==> src/verilog/tmw_pkg.sv <==
// constants shared by the waveform / one-shot timer
// assumes an AXI4-Lite master with 32-bit data and 8-bit byte addresses
// Overview of operation
// - waveform mode toggles output each underflow, primary then secondary, primary first
// - one-shot control register does nothing in waveform mode
// - count source is f1, f2, f8 or companion timer underflow
// - periods last (prescale+1)*(primary+1) or (prescale+1)*(secondary+1) ticks
// - writing run bit 1 starts waveform counting, 0 stops it
// - force halt bit 1 stops counting at once in either mode
// - waveform interrupt request comes with output change after secondary underflow
// - primary and prescale reads return live count, also during secondary
// - writes while stopped load reload and counter, while counting reload only
// - waveform updates take effect from primary period after primary write
// - output level select sets period levels or one-shot pulse polarity
// - output source select timer or port latch, latched at start or interrupt
// - one-shot gives one primary-length pulse per trigger, secondary unused
// - with run set, one-shot starts on go bit write or pin trigger
// - one-shot underflow reloads counter, ends pulse, clears active flag
// - any one-shot stop reloads the counter before rest
// - one-shot stopped by halt bit, run bit 0 or force halt
// - one-shot interrupt request comes as the pulse ends
// - pin trigger enable makes external pin the one-shot trigger
// - one-shot writes during counting shape the following pulse
// - active flag sets within one or two ticks, retriggers ignored
package tmw_pkg;
	localparam logic [7:0] OFF_CTRL = 8'h00;
	localparam logic [7:0] OFF_OSC = 8'h04;
	localparam logic [7:0] OFF_IO = 8'h08;
	localparam logic [7:0] OFF_MODE = 8'h0C;
	localparam logic [7:0] OFF_PRE = 8'h10;
	localparam logic [7:0] OFF_PRI = 8'h14;
	localparam logic [7:0] OFF_SEC = 8'h18;
	localparam logic [7:0] OFF_ROUTE = 8'h1C;
	localparam logic [7:0] OFF_PORT = 8'h20;
	// timer_ctrl_reg fields
	localparam int RUN_BIT = 0;
	localparam int BUSY_BIT = 1;
	localparam int HALT_BIT = 2;
	// oneshot_ctrl_reg fields
	localparam int GO_BIT = 0;
	localparam int OS_HALT_BIT = 1;
	localparam int ACTIVE_BIT = 2;
	// timer_io_ctrl_reg fields
	localparam int LVL_BIT = 0;
	localparam int OSRC_BIT = 1;
	localparam int TRG_EN_BIT = 2;
	localparam int TRG_RISE_BIT = 3;
	// mode, route and port register fields
	localparam int MODE_BIT = 0;
	localparam int SRC_LO = 2;
	localparam int ROUTE_BIT = 0;
	localparam int PORT_BIT = 0;
	// count source codes
	localparam logic [1:0] SRC_F1 = 2'h0;
	localparam logic [1:0] SRC_F2 = 2'h1;
	localparam logic [1:0] SRC_F8 = 2'h2;
	localparam logic [1:0] SRC_COMP = 2'h3;
	// reset value and f8 divider terminal count
	localparam logic [7:0] RST_CNT = 8'hFF;
	localparam logic [2:0] DIV_F8 = 3'h7;
	// bus responses
	localparam logic [1:0] RESP_OKAY = 2'h0;
	localparam logic [1:0] RESP_SLVERR = 2'h2;
endpackage

==> src/verilog/tmw_timer.sv <==
// prescaled down-counting timer: waveform and one-shot modes
// assumes companion_uflow is a one-cycle pulse on ref_clk, pin async
//
// Implementation choices: the address map and the AXI4-Lite interface to the registers.
`timescale 1ns/1ps
module tmw_timer #(
	parameter int CNT_W = 8
) (
	// clock and reset
	input wire logic ref_clk,
	input wire logic rst_b,
	// write address
	input wire logic [7:0] s_axi_awaddr,
	input wire logic s_axi_awvalid,
	output logic s_axi_awready,
	// write data
	input wire logic [31:0] s_axi_wdata,
	input wire logic [3:0] s_axi_wstrb,
	input wire logic s_axi_wvalid,
	output logic s_axi_wready,
	// write response
	output logic [1:0] s_axi_bresp,
	output logic s_axi_bvalid,
	input wire logic s_axi_bready,
	// read address
	input wire logic [7:0] s_axi_araddr,
	input wire logic s_axi_arvalid,
	output logic s_axi_arready,
	// read data
	output logic [31:0] s_axi_rdata,
	output logic [1:0] s_axi_rresp,
	output logic s_axi_rvalid,
	input wire logic s_axi_rready,
	// count source and pins
	input wire logic companion_uflow,
	input wire logic ext_trigger_pin,
	output logic pulse_out_pin,
	output logic pulse_out_en_b,
	output logic timer_irq
);
	generate
		if (CNT_W < 2 || CNT_W > 8) begin : g_bad_width
			$error("CNT_W must lie in 2..8");
		end
	endgenerate

	typedef enum logic [3:0] {
		ST_IDLE = 4'h1,
		ST_WAVE = 4'h2,
		ST_ARM = 4'h4,
		ST_SHOT = 4'h8
	} tmw_state_t;

	function automatic logic is_mapped(input logic [7:0] a);
		return a == tmw_pkg::OFF_CTRL || a == tmw_pkg::OFF_OSC ||
			a == tmw_pkg::OFF_IO || a == tmw_pkg::OFF_MODE ||
			a == tmw_pkg::OFF_PRE || a == tmw_pkg::OFF_PRI ||
			a == tmw_pkg::OFF_SEC || a == tmw_pkg::OFF_ROUTE ||
			a == tmw_pkg::OFF_PORT;
	endfunction

	// bus holding registers
	logic aw_have;
	logic w_have;
	logic [7:0] aw_addr;
	logic [31:0] w_data;
	logic w_lane0;
	// control bits
	logic run;
	logic mode_os;
	logic [1:0] src_sel;
	logic lvl_sel;
	logic osrc_sel;
	logic trg_en;
	logic trg_rise;
	logic route_en;
	logic port_latch;
	// counters and reloads
	logic [CNT_W-1:0] pre_rld;
	logic [CNT_W-1:0] pri_rld;
	logic [CNT_W-1:0] sec_rld;
	logic [CNT_W-1:0] pri_use;
	logic [CNT_W-1:0] sec_use;
	logic [CNT_W-1:0] pre_cnt;
	logic [CNT_W-1:0] main_cnt;
	logic in_sec;
	logic pend;
	logic osrc_act;
	logic irq_pre;
	logic [2:0] div;
	logic [2:0] sy;
	logic trg_lvl;
	tmw_state_t state;
	tmw_state_t next_state;

	// write decode
	wire wr_go = aw_have & w_have & ~s_axi_bvalid;
	wire wr_ok = wr_go & w_lane0;
	wire wr_ctrl = wr_ok & (aw_addr == tmw_pkg::OFF_CTRL);
	wire wr_osc = wr_ok & (aw_addr == tmw_pkg::OFF_OSC);
	wire wr_io = wr_ok & (aw_addr == tmw_pkg::OFF_IO);
	wire wr_mode = wr_ok & (aw_addr == tmw_pkg::OFF_MODE);
	wire wr_pre = wr_ok & (aw_addr == tmw_pkg::OFF_PRE);
	wire wr_pri = wr_ok & (aw_addr == tmw_pkg::OFF_PRI);
	wire wr_sec = wr_ok & (aw_addr == tmw_pkg::OFF_SEC);
	wire wr_route = wr_ok & (aw_addr == tmw_pkg::OFF_ROUTE);
	wire wr_port = wr_ok & (aw_addr == tmw_pkg::OFF_PORT);
	wire [CNT_W-1:0] wd = w_data[CNT_W-1:0];

	// start and stop requests
	wire force_halt = wr_ctrl & w_data[tmw_pkg::HALT_BIT];
	wire next_run = force_halt ? 1'b0 :
		(wr_ctrl ? w_data[tmw_pkg::RUN_BIT] : run);
	wire os_go = wr_osc & mode_os & w_data[tmw_pkg::GO_BIT];
	wire os_halt = wr_osc & mode_os &
		w_data[tmw_pkg::OS_HALT_BIT];

	// trigger pin: change counts once the last two stages agree
	wire sy_agree = sy[1] == sy[2];
	wire trg_edge = sy_agree & (sy[2] != trg_lvl) & (sy[2] == trg_rise);
	wire pin_trig = trg_en & trg_edge;
	wire trig = mode_os & next_run & (os_go | pin_trig);

	// count source select
	wire tick = (src_sel == tmw_pkg::SRC_F1) ? 1'b1 :
		(src_sel == tmw_pkg::SRC_F2) ? div[0] :
		(src_sel == tmw_pkg::SRC_F8) ? (div == tmw_pkg::DIV_F8) :
		companion_uflow;

	// counting and underflow
	wire st_idle = state == ST_IDLE;
	wire st_wave = state == ST_WAVE;
	wire st_shot = state == ST_SHOT;
	wire counting = st_wave | st_shot;
	wire stopped = st_idle | (state == ST_ARM);
	wire pre_uf = tick & counting & (pre_cnt == '0);
	wire main_uf = pre_uf & (main_cnt == '0);
	wire sec_uf = main_uf & in_sec & st_wave;
	wire shot_uf = main_uf & st_shot;
	wire to_idle = ~st_idle & (next_state == ST_IDLE);
	wire starting = st_idle & (next_state != ST_IDLE);
	wire [CNT_W-1:0] next_pri = pend ? pri_rld : pri_use;
	wire tmr_raw = (st_wave & ~in_sec) | st_shot;
	wire tmr_pin = tmr_raw ^ lvl_sel;

	// read words
	logic [31:0] rd_val;
	always_comb begin
		rd_val = '0;
		case (s_axi_araddr)
			tmw_pkg::OFF_CTRL: begin
				rd_val[tmw_pkg::RUN_BIT] = run;
				rd_val[tmw_pkg::BUSY_BIT] = counting;
			end
			tmw_pkg::OFF_OSC: begin
				rd_val[tmw_pkg::ACTIVE_BIT] = st_shot;
			end
			tmw_pkg::OFF_IO: begin
				rd_val[tmw_pkg::LVL_BIT] = lvl_sel;
				rd_val[tmw_pkg::OSRC_BIT] = osrc_sel;
				rd_val[tmw_pkg::TRG_EN_BIT] = trg_en;
				rd_val[tmw_pkg::TRG_RISE_BIT] = trg_rise;
			end
			tmw_pkg::OFF_MODE: begin
				rd_val[tmw_pkg::MODE_BIT] = mode_os;
				rd_val[tmw_pkg::SRC_LO+1 -: 2] = src_sel;
			end
			tmw_pkg::OFF_PRE: rd_val[CNT_W-1:0] = pre_cnt;
			tmw_pkg::OFF_PRI: rd_val[CNT_W-1:0] = main_cnt;
			tmw_pkg::OFF_SEC: rd_val[CNT_W-1:0] = sec_rld;
			tmw_pkg::OFF_ROUTE: rd_val[tmw_pkg::ROUTE_BIT] = route_en;
			tmw_pkg::OFF_PORT: rd_val[tmw_pkg::PORT_BIT] = port_latch;
			default: rd_val = '0;
		endcase
	end

	// mode sequencer
	always_comb begin
		next_state = state;
		case (state)
			ST_IDLE: begin
				if (next_run & ~mode_os) begin
					next_state = ST_WAVE;
				end else if (trig) begin
					next_state = ST_ARM;
				end
			end
			ST_WAVE: begin
				if (~next_run) begin
					next_state = ST_IDLE;
				end
			end
			ST_ARM: begin
				if (~next_run | os_halt) begin
					next_state = ST_IDLE;
				end else if (tick) begin
					next_state = ST_SHOT;
				end
			end
			ST_SHOT: begin
				if (~next_run | os_halt | shot_uf) begin
					next_state = ST_IDLE;
				end
			end
			default: next_state = ST_IDLE;
		endcase
	end

	// bus channels
	always_ff @(posedge ref_clk) begin
		if (!rst_b) begin
			s_axi_awready <= 1'b1;
			s_axi_wready <= 1'b1;
			s_axi_bvalid <= 1'b0;
			s_axi_bresp <= tmw_pkg::RESP_OKAY;
			aw_have <= 1'b0;
			w_have <= 1'b0;
			aw_addr <= '0;
			w_data <= '0;
			w_lane0 <= 1'b0;
		end else begin
			if (s_axi_awvalid & s_axi_awready) begin
				aw_have <= 1'b1;
				aw_addr <= s_axi_awaddr;
				s_axi_awready <= 1'b0;
			end
			if (s_axi_wvalid & s_axi_wready) begin
				w_have <= 1'b1;
				w_data <= s_axi_wdata;
				w_lane0 <= s_axi_wstrb[0];
				s_axi_wready <= 1'b0;
			end
			if (wr_go) begin
				aw_have <= 1'b0;
				w_have <= 1'b0;
				s_axi_bvalid <= 1'b1;
				s_axi_bresp <= is_mapped(aw_addr) ?
					tmw_pkg::RESP_OKAY : tmw_pkg::RESP_SLVERR;
			end
			if (s_axi_bvalid & s_axi_bready) begin
				s_axi_bvalid <= 1'b0;
				s_axi_awready <= 1'b1;
				s_axi_wready <= 1'b1;
			end
		end
	end

	always_ff @(posedge ref_clk) begin
		if (!rst_b) begin
			s_axi_arready <= 1'b1;
			s_axi_rvalid <= 1'b0;
			s_axi_rdata <= '0;
			s_axi_rresp <= tmw_pkg::RESP_OKAY;
		end else if (s_axi_arvalid & s_axi_arready) begin
			s_axi_arready <= 1'b0;
			s_axi_rvalid <= 1'b1;
			s_axi_rdata <= rd_val;
			s_axi_rresp <= is_mapped(s_axi_araddr) ?
				tmw_pkg::RESP_OKAY : tmw_pkg::RESP_SLVERR;
		end else if (s_axi_rvalid & s_axi_rready) begin
			s_axi_rvalid <= 1'b0;
			s_axi_arready <= 1'b1;
		end
	end

	// control registers
	always_ff @(posedge ref_clk) begin
		if (!rst_b) begin
			run <= 1'b0;
			mode_os <= 1'b0;
			src_sel <= tmw_pkg::SRC_F1;
			lvl_sel <= 1'b0;
			osrc_sel <= 1'b0;
			trg_en <= 1'b0;
			trg_rise <= 1'b0;
			route_en <= 1'b0;
			port_latch <= 1'b0;
		end else begin
			run <= next_run;
			if (wr_mode) begin
				mode_os <= w_data[tmw_pkg::MODE_BIT];
				src_sel <= w_data[tmw_pkg::SRC_LO+1 -: 2];
			end
			if (wr_io) begin
				lvl_sel <= w_data[tmw_pkg::LVL_BIT];
				osrc_sel <= w_data[tmw_pkg::OSRC_BIT];
				trg_en <= w_data[tmw_pkg::TRG_EN_BIT];
				trg_rise <= w_data[tmw_pkg::TRG_RISE_BIT];
			end
			if (wr_route) begin
				route_en <= w_data[tmw_pkg::ROUTE_BIT];
			end
			if (wr_port) begin
				port_latch <= w_data[tmw_pkg::PORT_BIT];
			end
		end
	end

	// reload registers
	always_ff @(posedge ref_clk) begin
		if (!rst_b) begin
			pre_rld <= tmw_pkg::RST_CNT[CNT_W-1:0];
			pri_rld <= tmw_pkg::RST_CNT[CNT_W-1:0];
			sec_rld <= tmw_pkg::RST_CNT[CNT_W-1:0];
		end else begin
			if (wr_pre) begin
				pre_rld <= wd;
			end
			if (wr_pri) begin
				pri_rld <= wd;
			end
			if (wr_sec) begin
				sec_rld <= wd;
			end
		end
	end

	// counters
	always_ff @(posedge ref_clk) begin
		if (!rst_b) begin
			pre_cnt <= tmw_pkg::RST_CNT[CNT_W-1:0];
			main_cnt <= tmw_pkg::RST_CNT[CNT_W-1:0];
			pri_use <= tmw_pkg::RST_CNT[CNT_W-1:0];
			sec_use <= tmw_pkg::RST_CNT[CNT_W-1:0];
			in_sec <= 1'b0;
			pend <= 1'b0;
		end else if (to_idle) begin
			pre_cnt <= pre_rld;
			main_cnt <= pri_rld;
			pri_use <= pri_rld;
			sec_use <= sec_rld;
			in_sec <= 1'b0;
			pend <= 1'b0;
		end else if (stopped) begin
			in_sec <= 1'b0;
			if (wr_pre) begin
				pre_cnt <= wd;
			end
			if (wr_pri) begin
				main_cnt <= wd;
				pri_use <= wd;
			end
			if (wr_sec) begin
				sec_use <= wd;
			end
		end else begin
			if (wr_pri) begin
				pend <= 1'b1;
			end
			if (pre_uf) begin
				pre_cnt <= pre_rld;
				if (main_cnt != '0) begin
					main_cnt <= main_cnt - 1'b1;
				end else if (in_sec) begin
					in_sec <= 1'b0;
					main_cnt <= next_pri;
					if (pend) begin
						pri_use <= pri_rld;
						sec_use <= sec_rld;
						pend <= wr_pri;
					end
				end else if (st_wave) begin
					in_sec <= 1'b1;
					main_cnt <= sec_use;
				end
			end else if (tick) begin
				pre_cnt <= pre_cnt - 1'b1;
			end
		end
	end

	// state, source divider and trigger synchroniser
	always_ff @(posedge ref_clk) begin
		if (!rst_b) begin
			state <= ST_IDLE;
			div <= '0;
			sy <= '0;
			trg_lvl <= 1'b0;
		end else begin
			state <= next_state;
			div <= div + 1'b1;
			sy <= {sy[1:0], ext_trigger_pin};
			if (sy_agree) begin
				trg_lvl <= sy[2];
			end
		end
	end

	// pin and interrupt: both change on the same edge
	always_ff @(posedge ref_clk) begin
		if (!rst_b) begin
			irq_pre <= 1'b0;
			timer_irq <= 1'b0;
			osrc_act <= 1'b0;
			pulse_out_pin <= 1'b0;
			pulse_out_en_b <= 1'b1;
		end else begin
			irq_pre <= sec_uf | shot_uf;
			timer_irq <= irq_pre;
			if (starting | irq_pre) begin
				osrc_act <= osrc_sel;
			end
			pulse_out_pin <= osrc_act ? port_latch : tmr_pin;
			pulse_out_en_b <= ~route_en;
		end
	end
endmodule // tmw_timer

==> config.mk <==
export PLATFORM = sky130hd
export DESIGN_NAME = tmw_timer
export DESIGN_NICKNAME = d
export VERILOG_FILES = /design/src/verilog/tmw_pkg.sv /design/src/verilog/tmw_timer.sv
export SDC_FILE = /design/constraint.sdc
export NUM_CORES = 1
export LEC_CHECK = 0
export BUFFER_PORTS_ARGS = -buffer_cell sky130_fd_sc_hd__buf_2
export CAP_MARGIN = 20
export CORE_AREA = 4 4 105 107
export DETAILED_ROUTE_END_ITERATION = 10
export DIE_AREA = 0 0 109 111
export GPL_ROUTABILITY_DRIVEN = 0
export PLACE_DENSITY = 0.87
export SYNTH_ARGS = -nofsm -noshare
export SYNTH_HDL_FRONTEND = slang
export SYNTH_SLANG_ARGS = --single-unit
export TNS_END_PERCENT = 100
==> constraint.sdc <==
create_clock -name ref_clk -period 5.6 [get_ports ref_clk]
set_input_delay 0.56 -clock ref_clk [delete_from_list [all_inputs] [get_ports ref_clk]]
set_output_delay 0.56 -clock ref_clk [all_outputs]
set_load 0.005 [all_outputs]
# Yosys cells after proc, flatten, opt, wreduce, memory -nomap -nowiden

Index checks and enable logic that the tools add are counted.

Reduce and logical (&&, ||, !) cells: 37
Multiplexer cells: 56
Bitwise logic cells: 53
Add/subtract/negate cells: 3
Equality and inequality tests: 32

Operators by type and width:

| kind                | count |
|---|---|
| $mux 8              | 25 |
| $eq 8x5->1 const B  | 8 |
| $and 1x1->1         | 36 |
| $eq 8x4->1 const B  | 4 |
| $logic_not 8->1     | 4 |
| $mux 4              | 6 |
| $mux 1              | 17 |
| $eq 8x3->1 const B  | 2 |
| $eq 8x6->1 const B  | 2 |
| $logic_or 1x1->1    | 16 |
| $pmux 4 s4          | 1 |
| $sub 8x1->8 const B | 2 |
| $pmux 4 s3          | 1 |
| $pmux 1 s5          | 2 |
| $ne 3x2->1 const B  | 3 |
| $reduce_bool 3->1   | 3 |
| $eq 4x1->1 const B  | 2 |
| $not 1->1           | 8 |
| $or 1x1->1          | 8 |
| $pmux 1 s8          | 1 |
| $reduce_bool 8->1   | 1 |
| $pmux 1 s6          | 1 |
| $reduce_or 2->1     | 3 |
| $reduce_and 5->1    | 1 |
| 21 further kinds    | 24 |

Output and inout bits: 44
Register bits after elaboration: 120
Bits of input ports: 61

# Longest topological paths before layout

Gate-level depths: netlist (run 1).

Depth in word-level cells: 15
Mapped depth: 12
Gate-level depth less buffers: 10

# Least setup slack after synthesis (run 1)

OpenSTA, ideal clock, no wires.

Path kind: register to register
Start point: reg pre_cnt[0]
End point: reg pre_cnt[5]
Path buffers: 2
Data required time: 5481 ps
Arrival time: 2908 ps
Setup slack: 2574 ps
Stages on the path, launching flop included: 13
Cell sequence: dfxtp_1 > inv_1 > ha_1 > or3b_2 > a2111oi_0 > nand4_1 > a32o_1 > o21a_1 > buf_6 > a221o_1 > buf_2 > a221o_1 > o221a_1

Longest elaborated chain between the ends: 11

Ends and longest elaborated chain:

| what                                                                    | line             | text |
|---|---|---|
| start, declared                                                         | tmw_timer.sv:84  | `logic [CNT_W-1:0] pre_cnt;` |
| start signal, assigned                                                  | tmw_timer.sv:321 | `pre_cnt <= tmw_pkg::RST_CNT[CNT_W-1:0];` |
| start signal, assigned                                                  | tmw_timer.sv:328 | `pre_cnt <= pre_rld;` |
| start signal, assigned                                                  | tmw_timer.sv:337 | `pre_cnt <= wd;` |
| $logic_not 8->1                                                         | tmw_timer.sv:136 | `wire pre_uf = tick & counting & (pre_cnt == '0);` |
| $and 1x1->1                                                             | tmw_timer.sv:136 |  |
| $and 1x1->1                                                             | tmw_timer.sv:137 | `wire main_uf = pre_uf & (main_cnt == '0);` |
| $and 1x1->1                                                             | tmw_timer.sv:139 | `wire shot_uf = main_uf & st_shot;` |
| $or 1x1->1                                                              | tmw_timer.sv:201 | `if (~next_run \| os_halt \| shot_uf) begin` |
| $mux 4                                                                  | tmw_timer.sv:201 |  |
| $pmux 4 s4                                                              | tmw_timer.sv:180 | `case (state)` |
| $eq 4x1->1                                                              | tmw_timer.sv:140 | `wire to_idle = ~st_idle & (next_state == ST_IDLE);` |
| $and 1x1->1                                                             | tmw_timer.sv:140 |  |
| $ne 3x2->1 (no source line) / $reduce_bool 4->1 (equally long branches) | -                |  |
| $reduce_and 2->1 (no source line)                                       | -                |  |

Several ways; a longest one is shown, not always the timed one. The select of a mux whose other input is x is not followed.
A chain may end at the register's enable or synchronous reset.

# Final worst setup path (run 1)

Start point: reg pre_cnt[0]
End point: reg main_cnt[1]

Longest elaborated chain between the ends: 11

Ends and longest elaborated chain:

| what                                                | line             | text |
|---|---|---|
| $logic_not 8->1 *                                   | tmw_timer.sv:136 |  |
| $and 1x1->1 *                                       | tmw_timer.sv:136 |  |
| $and 1x1->1                                         | tmw_timer.sv:137 |  |
| $and 1x1->1                                         | tmw_timer.sv:139 |  |
| $or 1x1->1                                          | tmw_timer.sv:201 |  |
| $mux 4                                              | tmw_timer.sv:201 |  |
| $pmux 4 s4                                          | tmw_timer.sv:180 |  |
| $eq 4x1->1                                          | tmw_timer.sv:140 |  |
| $and 1x1->1                                         | tmw_timer.sv:140 |  |
| $ne 3x2->1 (no source line) (tied with other cells) | -                |  |
| $reduce_and 3->1 (no source line)                   | -                |  |
| end signal, assigned                                | tmw_timer.sv:322 | `main_cnt <= tmw_pkg::RST_CNT[CNT_W-1:0];` |
| end signal, assigned                                | tmw_timer.sv:329 | `main_cnt <= pri_rld;` |
| end signal, assigned                                | tmw_timer.sv:340 | `main_cnt <= wd;` |
| end, declared                                       | tmw_timer.sv:85  | `logic [CNT_W-1:0] main_cnt;` |

Every way passes the cells marked *; elsewhere a longest branch is shown, timed or not.

==> impl_results.md, run 1 <==
- IO Port Bufs: 51
- TritonCTS clock tree: yes
- Vias: 5,614
- Slew @ Worst Pin: 1.02 ns
- R2r startpoint: pre_cnt[0]$_SDFFE_PN1P_
- Status: finished clean
- Grt met3 use: 0.0676
- Ys async rst share: 0
- Cells after synthesis: 716
- Power Dens Cells: 318 nW/um2
- CP Capture Type: register
- Inserted Clock Buffers: 17
- Core area: 10,100 um2
- Wire per inst: 17.5 um
- Post-CTS Hold Buffers: 0
- RSZ-0062 raised after global routing: false
- TritonRoute pass-1 iters: 5
- HPWL Detailed: 10,600 um
- Fmax: 247 MHz
- End of the critical path: main_cnt[1]$_SDFFE_PN1P_
- Reg clk slew, reported paths: 0.06 ns
- Critical path type: register to register
- Ys flop type: dfxtp_1
- Nets: 816
- Worst path max stage delay: 0.72 ns
- Layout cells sized above 1: 0.134
- Critical path launch point: pre_cnt[0]$_SDFFE_PN1P_
- Root buffer cell: clkbuf_8
- Top Usage Layer GRT: met2
- Post-Place Cells: 864
- Avg Cell Area, Syn: 8.25 um2
- Worst Hold Launch: ext_trigger_pin
- Max-slew violations: 0
- Max-cap violations: 0
- Post-synthesis sequential area ratio: 0.400
- CP max FO: 12
- Clock insertion delay at the later pin of the skew report: 0.53 ns
- Ant diodes: 0
- Vias in the first global route: 5,290
- Cells along the critical path: inv_1 -> ha_1 -> or3b_2 -> a2111oi_0 -> nand4_1 -> a32o_1 -> nor2_1 -> o21ai_1 -> o32a_1
- CP Depth: 9
- LEAKAGE: 2.92 nW
- Reg2Reg Depth: 9
- DRC: 0
- CP max stage cell: nor2_1
- # clock sinks: 118
- EDFF count, synth: 0
- Commonest non-fill, non-tap cells in the layout: 124 x nand2_1, 118 x dfxtp_1, 60 x nor2_1
- Initial Util: 0.583
- Synth-to-layout area growth: 14.1%
- First-pass GRT wire length: 25,600 um
- Total global routing overflow: 0
- DRT iter0 DRCs: 592
- Peak supply drop: 235 uV
- Routed Antenna Nets: 0
- Critical Path AT: 4.46 ns
- Cts repair resizes: 0
- Vias per Instance: 6.25
- Largest net degree at the start of global routing: 56
- Critical Path RT: 6.01 ns
- Synthesized cell area: 5910 um2
- Synthesized flop and latch total: 118
- Startpoint types: register
- Site Rows: 37
- Post-synth cell types: 63
- Fin. Hold Viols: 0
- Worst hold path class: primary input to register
- Post-CTS Setup Inserts: 0
- Chip width: 109 um
- Setup Total Neg Slack: 0 ns
- Non-Filler Instances: 898
- I/O pins: 105
- Met1 usage: 0.336
- Fin crit period: 4.05 ns
- Critical R2R Capture: main_cnt[1]$_SDFFE_PN1P_
- Die area: 12,100 um2
- Yosys warns: 0
- Worst Skew: 0.00633 ns
- Grt met2 use: 0.414
- Maximum clock insertion buffer count: 2
- Crit path buf inv count: 1
- Final wirelength: 15,700 um
- Reg2reg setup slack: 1.55 ns
- Die height: 111 um
- GRT Overall Usage: 0.262
- Most common cell after layout, fill and taps aside: nand2_1
- Fin crit share: 0.724
- Worst relative slew slack: 0.317
- Max H-tree Level: 4
- Critical path's top delay family: compound AO/OA/AOI/OAI gates
- Initial antenna violation count: 0
- Final Setup Violations: 0
==> state kept, by name, summed over array words and instances (netlist names), 2 cells and up <==
signal / flops
aw_addr: 8
div: 3
main_cnt: 8
pre_cnt: 8
pre_rld: 8
pri_rld: 8
pri_use: 8
s_axi_rdata: 8
sec_rld: 8
sec_use: 8
src_sel: 2
state: 4
sy: 3
w_data: 8
==> per-stage QoR <==
stage	worst slack (ns)	util	hold WS, ns	area (um2)	total power [mW]
3_3_place_gp	2.07	0.601	0.414	6100	0.987
2_1_floorplan	2.57	-	0.367	6000	0.970
4_1_cts	1.67	0.664	0.236	6730	2.14
5_1_grt	1.44	0.665	0.254	6740	2.20
3_5_place_dp	1.87	0.601	0.430	6100	0.993
6_report	1.55	0.665	0.239	6740	2.15
==> layer usage <==
metal	wire length, um	up-vias
met3	1770	53
li1	-	2583
met5	0	-
met2	7270	353
met1	6250	2625
met4	445	0
==> worst min path at each step <==
stage	endpoint	slack, ns	cells past startpoint
6_report	sy[0]$_SDFF_PN0_	0.24	2
5_1_grt	sy[0]$_SDFF_PN0_	0.25	2
3_3_place_gp	sy[1]$_SDFF_PN0_	0.41	1
2_1_floorplan	pulse_out_en_b$_SDFF_PN1_	0.37	1
4_1_cts	sy[0]$_SDFF_PN0_	0.24	2
3_5_place_dp	sy[1]$_SDFF_PN0_	0.43	1
==> synth_stat cells, drive strengths merged (11+ instances only) <==
cell | instances | area [um2]
clkbuf | 34 | 128
a21o | 11 | 82.6
nand3 | 28 | 140
mux2i | 42 | 420
inv | 12 | 45.0
a21oi | 50 | 250
o32a | 16 | 160
o21ai | 24 | 120
buf | 34 | 239
nand2 | 124 | 465
dfxtp | 118 | 2360
and2 | 11 | 68.8
nor3 | 13 | 76.3
nor2 | 60 | 225
==> kinds of logic (layout without fill, tap and decap cells) <==
group	after synthesis	after routing	synth area share
adders and majority gates	6	6	0.0127
buffers and inverters	80	101	0.0697
AOI/OAI and AO/OA	164	164	0.193
xor gates and xnor gates	9	9	0.0133
muxes	45	45	0.0769
DFF	118	118	0.400
and+or+nand+nor	293	293	0.234
other	1	26	0.000635
==> power breakdown <==
group	total, mW	leakage [nW]	internal [mW]	switching (mW)
combinational	0.102	1.66	0.0385	0.0640
sequential	0.876	0.959	0.855	0.0211
clock	1.17	0.302	0.752	0.414
==> final cells by class <==
| type | instances | area [um2] |
|---|---|---|
| inverter | 12 | 45.0 |
| sequential | 118 | 2360 |
| fill | 784 | 3390 |
| timing repair buffer | 57 | 295 |
| tap | 136 | 170 |
| clock buffer | 19 | 442 |
| clock inverter | 13 | 195 |
| multi-input combinational | 543 | 3230 |
No activity file was read; power rests on OpenSTA's default activity.
==> run 2: changes to the inputs <==
--- a/config.mk
+++ b/config.mk
@@ -5,13 +5,14 @@
 export SDC_FILE = /design/constraint.sdc
 export NUM_CORES = 1
 export LEC_CHECK = 0
+export ABC_AREA = 1
 export BUFFER_PORTS_ARGS = -buffer_cell sky130_fd_sc_hd__buf_2
 export CAP_MARGIN = 20
-export CORE_AREA = 4 4 105 107
+export CORE_AREA = 4 4 117 119
 export DETAILED_ROUTE_END_ITERATION = 10
-export DIE_AREA = 0 0 109 111
+export DIE_AREA = 0 0 121 123
 export GPL_ROUTABILITY_DRIVEN = 0
-export PLACE_DENSITY = 0.87
+export PLACE_DENSITY = 0.79
 export SYNTH_ARGS = -nofsm -noshare
 export SYNTH_HDL_FRONTEND = slang
 export SYNTH_SLANG_ARGS = --single-unit
==> constraint.sdc (replaced) <==
create_clock -name ref_clk -period 3.36 [get_ports ref_clk]
set_input_delay 0.336 -clock ref_clk [delete_from_list [all_inputs] [get_ports ref_clk]]
set_output_delay 0.336 -clock ref_clk [all_outputs]
set_load 0.005 [all_outputs]
==> run 2 against run 1 <==
  * Hold slack got worse by 0.14 ns
  * Synthesized area rose by 7.1%
  * Cell count up 28%
  * First-iteration DRC count up 8.8%
  * Critical endpoint is now main_cnt[3]$_SDFFE_PN1P_
==> impl_results.md, run 2 <==
- Slew @ Worst Pin: 0.809 ns (-0.207 ns)
- RSZ-0062 raised after global routing: false
- Flop pwr share: 0.423 (+0.015)
- Ant diodes: 0 (unchanged)
- Synth top area cells: dfxtp_1 37%, nand2_1 14%, o21ai_0 7.5%
- Total global routing overflow: 0 (unchanged)
- EDFF count, synth: 0 (unchanged)
- Final Setup Violations: 0 (unchanged)
- Fmax: 369 MHz (+49%)
- Layout cells sized above 1: 0.128 (-0.00542)
- Commonest non-fill, non-tap cells in the layout: 239 x nand2_1, 118 x dfxtp_1, 95 x o21ai_0
- Core area: 12,600 um2 (+24%)
- Die height: 123 um (+11%)
- Total power: 3.47 mW (+62%)
- Critical Path RT: 3.71 ns (-2.30 ns)
- Cells after synthesis: 925 (+29%)
- Post-CTS Hold Buffers: 0 (unchanged)
- Post-CTS Setup Inserts: 0 (unchanged)
- Yosys top cell by area: dfxtp_1
- Max-cap violations: 0 (unchanged)
- CP max stage cell: inv_1
- Internal Power: 2.66 mW (+62%)
- Startpoint types: register
- Ys flop type: dfxtp_1
- Site Rows: 41 (+11%)
- Count leader, synth: nand2_1
- CP Capture Type: register
- Max-slew violations: 0 (unchanged)
- I/O pins: 105 (unchanged)
- Critical path type: register to register
- IO Port Bufs: 51 (unchanged)
- Power Dens Cells: 484 nW/um2 (+52%)
- Cts repair resizes: 0 (unchanged)
- Sw Share: 0.234 (+0.000980)
- Psw: 812 uW (+63%)
- HPWL Detailed: 12,100 um (+14%)
- Largest net degree at the start of global routing: 55 (-1.8%)
- CP max FO: 31 (+19)
- Reg clk slew, reported paths: 0.05 ns (about the same)
- Worst Hold Slack: 0.101 ns (-0.138 ns)
- Clock insertion delay at the later pin of the skew report: 0.42 ns (-0.11 ns)
- Inserted Clock Buffers: 17 (unchanged)
- Avg Cell Area, Syn: 6.84 um2 (-17%)
- Critical Path AT: 3.07 ns (-1.39 ns)
- First-pass GRT wire length: 26,900 um (+5.0%)
- Fin. Hold Viols: 0 (unchanged)
- Post-synthesis sequential area ratio: 0.373 (-0.0264)
- # clock sinks: 118 (unchanged)
- LEAKAGE: 3.56 nW (+22%)
- Worst Skew: 0.00563 ns (-0.000698 ns)
- TritonCTS clock tree: yes
- Final wirelength: 16,600 um (+5.5%)
- Vias: 6,136 (+9.3%)
- Nets: 1,035 (+27%)
- GRT Overall Usage: 0.227 (-0.0351)
- Initial antenna violation count: 0 (unchanged)
- Synthesized cell area: 6330 um2 (+7.1%)
- Clock network fraction of total power: 0.508 (-0.036)
- Commonest cells post-synth: 239 x nand2_1, 118 x dfxtp_1, 95 x o21ai_0, 86 x inv_1, 64 x nand3_1
- Vias per Instance: 5.32 (-15%)
- Maximum clock insertion buffer count: 2 (unchanged)
- Synthesized flop and latch total: 118 (unchanged)
- Synth-to-layout area growth: 13.3%
- Combinational power share: 0.069 (+0.021)
- Status: finished clean
- Worst hold path class: primary input to register
- Worst path max stage delay: 0.62 ns (-0.10 ns)
- Critical Path Most Common Cell: nand2_1
- Initial Util: 0.503 (-0.0794)
- TritonRoute pass-1 iters: 5 (unchanged)
- Fin crit period: 2.71 ns (-1.34 ns)
- Setup Total Neg Slack: 0 ns (unchanged)
- DRT iter0 DRCs: 644 (+8.8%)
- DRC: 0 (unchanged)
- Most common cell after layout, fill and taps aside: nand2_1
- Post-synth cell types: 46 (-27%)
- Chip width: 121 um (+11%)
- Fin crit share: 0.808 (+0.0836)
- Root buffer cell: clkbuf_16
- Ys async rst share: 0 (unchanged)
- Die area: 14,900 um2 (+23%)
- Worst relative slew slack: 0.460 (+0.143)
- Cells along the critical path: nor2_2 -> inv_1 -> nor3_2 -> nor2_1 -> buf_4 -> inv_1 -> nand2_1 -> nand2_1 -> nand2_1 -> o21ai_1 -> nand2_1 -> nand3_1
- Wire per inst: 14.4 um (-18%)
- Routed Antenna Nets: 0 (unchanged)
- Peak supply drop: 315 uV (+34%)
- Yosys top cell area share: 0.373 (-0.0264)
- Max H-tree Level: 4 (unchanged)
- Yosys warns: 0 (unchanged)
- Vias in the first global route: 5,368 (+1.5%)
==> run 2: cell families after synthesis <==
group                      share of synthesized area
AOI/OAI and AO/OA                              0.198
adders and majority gates                     0.0119
muxes                                        0.00791
buffers and inverters                          0.117
DFF                                            0.373
and+or+nand+nor                                0.276
xor gates and xnor gates                      0.0152
other                                       0.000593
==> run 2: power groups by stage <==
stage	Clock, mW	Combinational (mW)	Sequential [mW]
after global routing	1.85	0.274	1.47
after CTS	1.79	0.237	1.47
final	1.76	0.240	1.47
after global placement	0	0.230	1.50
after detailed placement	0	0.235	1.50
after floorplan	0	0.184	1.49
==> run 2: layer usage <==
metal	vias to the layer above	routed length, um	global-route usage
li1	3108	-	-
met1	2748	7450	0.310
met2	246	7180	0.338
met3	34	1560	0.0599
met4	0	426	0.0992
met5	-	0	0
==> run 2: layout make-up <==
class	count	area [um2]
Inverter	100	377
Timing Repair Buffer	58	320
Fill cell	1194	5400
Sequential cell	118	2360
Tap cell	172	215
Clock buffer	24	482
Clock inverter	8	97.6
Multi-Input combinational cell	673	3320
==> run 2: final timing paths <==
path                       start  slack (ns)  cells past startpoint                  endpoint
max reg2reg  state[0]$_SDFF_PN1_        0.65                     12  main_cnt[3]$_SDFFE_PN1P_
max          state[0]$_SDFF_PN1_        0.65                     12  main_cnt[3]$_SDFFE_PN1P_
min reg2reg     sy[0]$_SDFF_PN0_        0.42                      2          sy[1]$_SDFF_PN0_
min              ext_trigger_pin        0.10                      3          sy[0]$_SDFF_PN0_
==> run 2: metrics by stage <==
step | instances | util | cell area, um2 | worst slack (ns)
after floorplan | 950 | - | 6420 | 1.30
after global placement | 1121 | 0.524 | 6590 | 0.764
after detailed placement | 1121 | 0.524 | 6590 | 0.751
after CTS | 1153 | 0.570 | 7170 | 0.724
after global routing | 1153 | 0.570 | 7170 | 0.438
final | 1153 | 0.570 | 7170 | 0.647
==> run 2: critical path: cells and delay by family, from the launching register on <==
kind / cells / cell delay (ns)
AOI/OAI and AO/OA: 1 / 0.15
and+or+nand+nor: 8 / 1.25
buffers and inverters: 3 / 0.92
DFF: 1 / 0.34
==> run 3: changes to the inputs <==
--- a/config.mk
+++ b/config.mk
@@ -8,11 +8,11 @@
 export ABC_AREA = 1
 export BUFFER_PORTS_ARGS = -buffer_cell sky130_fd_sc_hd__buf_2
 export CAP_MARGIN = 20
-export CORE_AREA = 4 4 117 119
+export CORE_AREA = 4 4 111 113
 export DETAILED_ROUTE_END_ITERATION = 10
-export DIE_AREA = 0 0 121 123
+export DIE_AREA = 0 0 115 117
 export GPL_ROUTABILITY_DRIVEN = 0
-export PLACE_DENSITY = 0.79
+export PLACE_DENSITY = 0.83
 export SYNTH_ARGS = -nofsm -noshare
 export SYNTH_HDL_FRONTEND = slang
 export SYNTH_SLANG_ARGS = --single-unit
==> constraint.sdc (replaced) <==
create_clock -name ref_clk -period 2.78 [get_ports ref_clk]
set_input_delay 0.278 -clock ref_clk [delete_from_list [all_inputs] [get_ports ref_clk]]
set_output_delay 0.278 -clock ref_clk [all_outputs]
set_load 0.005 [all_outputs]
==> run 3 against run 2 <==
  * Critical path depth is 4 higher
  * Setup slack worse by 0.39 ns
  * Total power is 25% higher
  * Die area is 9.6% lower
  * Sequential power is 20% higher
  * Cell area is 0.37% higher
  * Register-to-register slack worse by 0.39 ns
  * Clock power is 28% higher
  * Critical path type unchanged
  * Critical endpoint is now pri_use[4]$_SDFFE_PN1P_
  * Largest cell class unchanged
  * Highest routed layer unchanged
==> impl_results.md, run 3 (synthesized netlist as in run 2, its figures left out) <==
- Synth-to-layout area growth: 13.7%
- Critical path type: register to register
- DRT iter0 DRCs: 533 (-17%)
- Vias: 6,142 (+0.098%)
- Fin. Hold Viols: 0 (unchanged)
- Clock insertion delay at the later pin of the skew report: 0.42 ns (about the same)
- Psw: 1.02 mW (+26%)
- CP Capture Type: register
- Pre-CTS setup slack: 0.274 ns (-0.477 ns)
- HPWL Detailed: 12,000 um (-0.68%)
- Slew @ Worst Pin: 0.622 ns (-0.188 ns)
- Startpoint types: register
- Worst hold path class: primary input to register
- Chip width: 115 um (-5.0%)
- Post-CTS Setup Inserts: 0 (unchanged)
- Maximum clock insertion buffer count: 2 (unchanged)
- GRT Overall Usage: 0.255 (+0.0277)
- Status: finished clean
- Routed Antenna Nets: 0 (unchanged)
- Die area: 13,500 um2 (-9.6%)
- Reg clk slew, reported paths: 0.06 ns (about the same)
- DP Area: 6580 um2 (-0.21%)
- Combinational power share: 0.068 (about the same)
- FILL cells: 970 (-19%)
- Largest net degree at the start of global routing: 67 (+22%)
- Worst Skew: 0.00573 ns (+0.0000968 ns)
- Layout cells sized above 1: 0.136 (+0.00774)
- Flop pwr share: 0.409 (-0.014)
- Power Dens Cells: 602 nW/um2 (+24%)
- Finished Core Util: 0.636 (+0.0652)
- Final Setup Violations: 0 (unchanged)
- Max H-tree Level: 4 (unchanged)
- I/O pins: 105 (unchanged)
- Reg2reg setup slack: 0.26 ns (-0.39 ns)
- Critical Path AT: 2.82 ns (-0.25 ns)
- Sw Share: 0.236 (+0.00183)
- RSZ-0062 raised after global routing: false
- Internal Power: 3.31 mW (+24%)
- Vias in the first global route: 5,615 (+4.6%)
- Max-slew violations: 0 (unchanged)
- Post-CTS Hold Buffers: 0 (unchanged)
- Non-Filler Instances: 1,127 (-2.3%)
- Post-Place Cells: 1,095 (-2.3%)
- Wire per inst: 14.7 um (+1.9%)
- LEAKAGE: 3.59 nW (+1.0%)
- Initial antenna violation count: 0 (unchanged)
- Fin crit period: 2.52 ns (-0.192 ns)
- Finished Cell Area: 7200 um2 (+0.37%)
- Ant diodes: 0 (unchanged)
- TritonRoute pass-1 iters: 6 (+1)
- Vias per Instance: 5.45 (+2.4%)
- Root buffer cell: clkbuf_16
- TritonCTS clock tree: yes
- Clock network fraction of total power: 0.523 (+0.015)
- Nets: 1,038 (+0.29%)
- Fmax: 397 MHz (+7.6%)
- Core area: 11,300 um2 (-9.9%)
- Max-cap violations: 0 (unchanged)
- Die height: 117 um (-4.9%)
- Total global routing overflow: 0 (unchanged)
- Setup Total Neg Slack: 0 ns (unchanged)
- Worst relative slew slack: 0.582 (+0.122)
- Peak supply drop: 467 uV (+48%)
- Site Rows: 39 (-4.9%)
- CP max FO: 9 (-71%)
- Setup ws final: 0.259 ns (-0.388 ns)
- Inserted Clock Buffers: 17 (unchanged)
- Initial Util: 0.559 (+0.0555)
- Fin crit share: 0.907 (+0.0994)
- IO Port Bufs: 51 (unchanged)
- Most common cell after layout, fill and taps aside: nand2_1
- Critical Path RT: 3.08 ns (-0.63 ns)
- DRC: 0 (unchanged)
- Final wirelength: 16,500 um (-0.43%)
- # clock sinks: 118 (unchanged)
- First-pass GRT wire length: 27,200 um (+1.1%)
- Commonest non-fill, non-tap cells in the layout: 239 x nand2_1, 118 x dfxtp_1, 95 x o21ai_0
==> run 3: cell types whose count changed in the layout (fill, tap and decap cells not counted), sizes merged <==
cell,delta
bufinv,+1
clkbuf,-4
inv,+1
buf,+3
clkinv,+2
==> run 3: timing repair <==
item	in CTS	in global routing
endpoints found under the setup margin	0	3
endpoints found under the hold margin	0	0
gates resized for setup	0	1
==> run 3: worst max-delay path, stage by stage (launching register included) <==
cell and delay, ns:
dfxtp_1 0.32, ha_1 0.20, ha_1 0.17, inv_1 0.05, nand2_1 0.05, nand3_1 0.06
nand2_1 0.17, nand3_2 0.23, nor2_2 0.09, o21ai_1 0.19, nand2_1 0.11, nor2_4 0.16
nand3_1 0.11, nand2_2 0.22, inv_2 0.12, nand2_1 0.08, nand3_1 0.06
==> run 3: final cells by class <==
cell class                      count  area, um2  share of cell area
Timing Repair Buffer               61        343              0.0476
Sequential cell                   118       2360               0.328
Clock inverter                     12        150              0.0209
Clock buffer                       20        467              0.0649
Multi-Input combinational cell    673       3320               0.461
Inverter                          100        377              0.0523
Tap cell                          143        179              0.0249
==> run 3: metrics by stage <==
step / hold slack (ns) / power (mW)
after global routing: 0.0526 / 4.47
final: 0.0518 / 4.33
after global placement: 0.394 / 2.09
after detailed placement: 0.396 / 2.09
after floorplan: 0.372 / 2.02
after CTS: 0.0391 / 4.34
==> run 3: power groups by stage <==
stage / clock network [mW] / logic (mW) / registers (mW)
final: 2.26 / 0.295 / 1.77
after global routing: 2.36 / 0.335 / 1.78
after CTS: 2.28 / 0.291 / 1.77
after detailed placement: 0 / 0.287 / 1.81
after global placement: 0 / 0.281 / 1.81
after floorplan: 0 / 0.223 / 1.80
==> run 3: path summary, 6_finish.rpt <==
| path | end | cells after the start | from |
|---|---|---|---|
| min | sy[0]$_SDFF_PN0_ | 3 | ext_trigger_pin |
| max reg2reg | pri_use[4]$_SDFFE_PN1P_ | 16 | div[0]$_SDFF_PN0_ |
| min reg2reg | sy[1]$_SDFF_PN0_ | 2 | sy[0]$_SDFF_PN0_ |
| max | pri_use[4]$_SDFFE_PN1P_ | 16 | div[0]$_SDFF_PN0_ |
==> run 3: per-layer routing <==
layer	up-vias	GRT usage	share of wire
met5	-	0	0
met4	0	0.107	0.024
li1	3096	-	-
met1	2749	0.340	0.44
met2	259	0.394	0.45
met3	38	0.0648	0.091
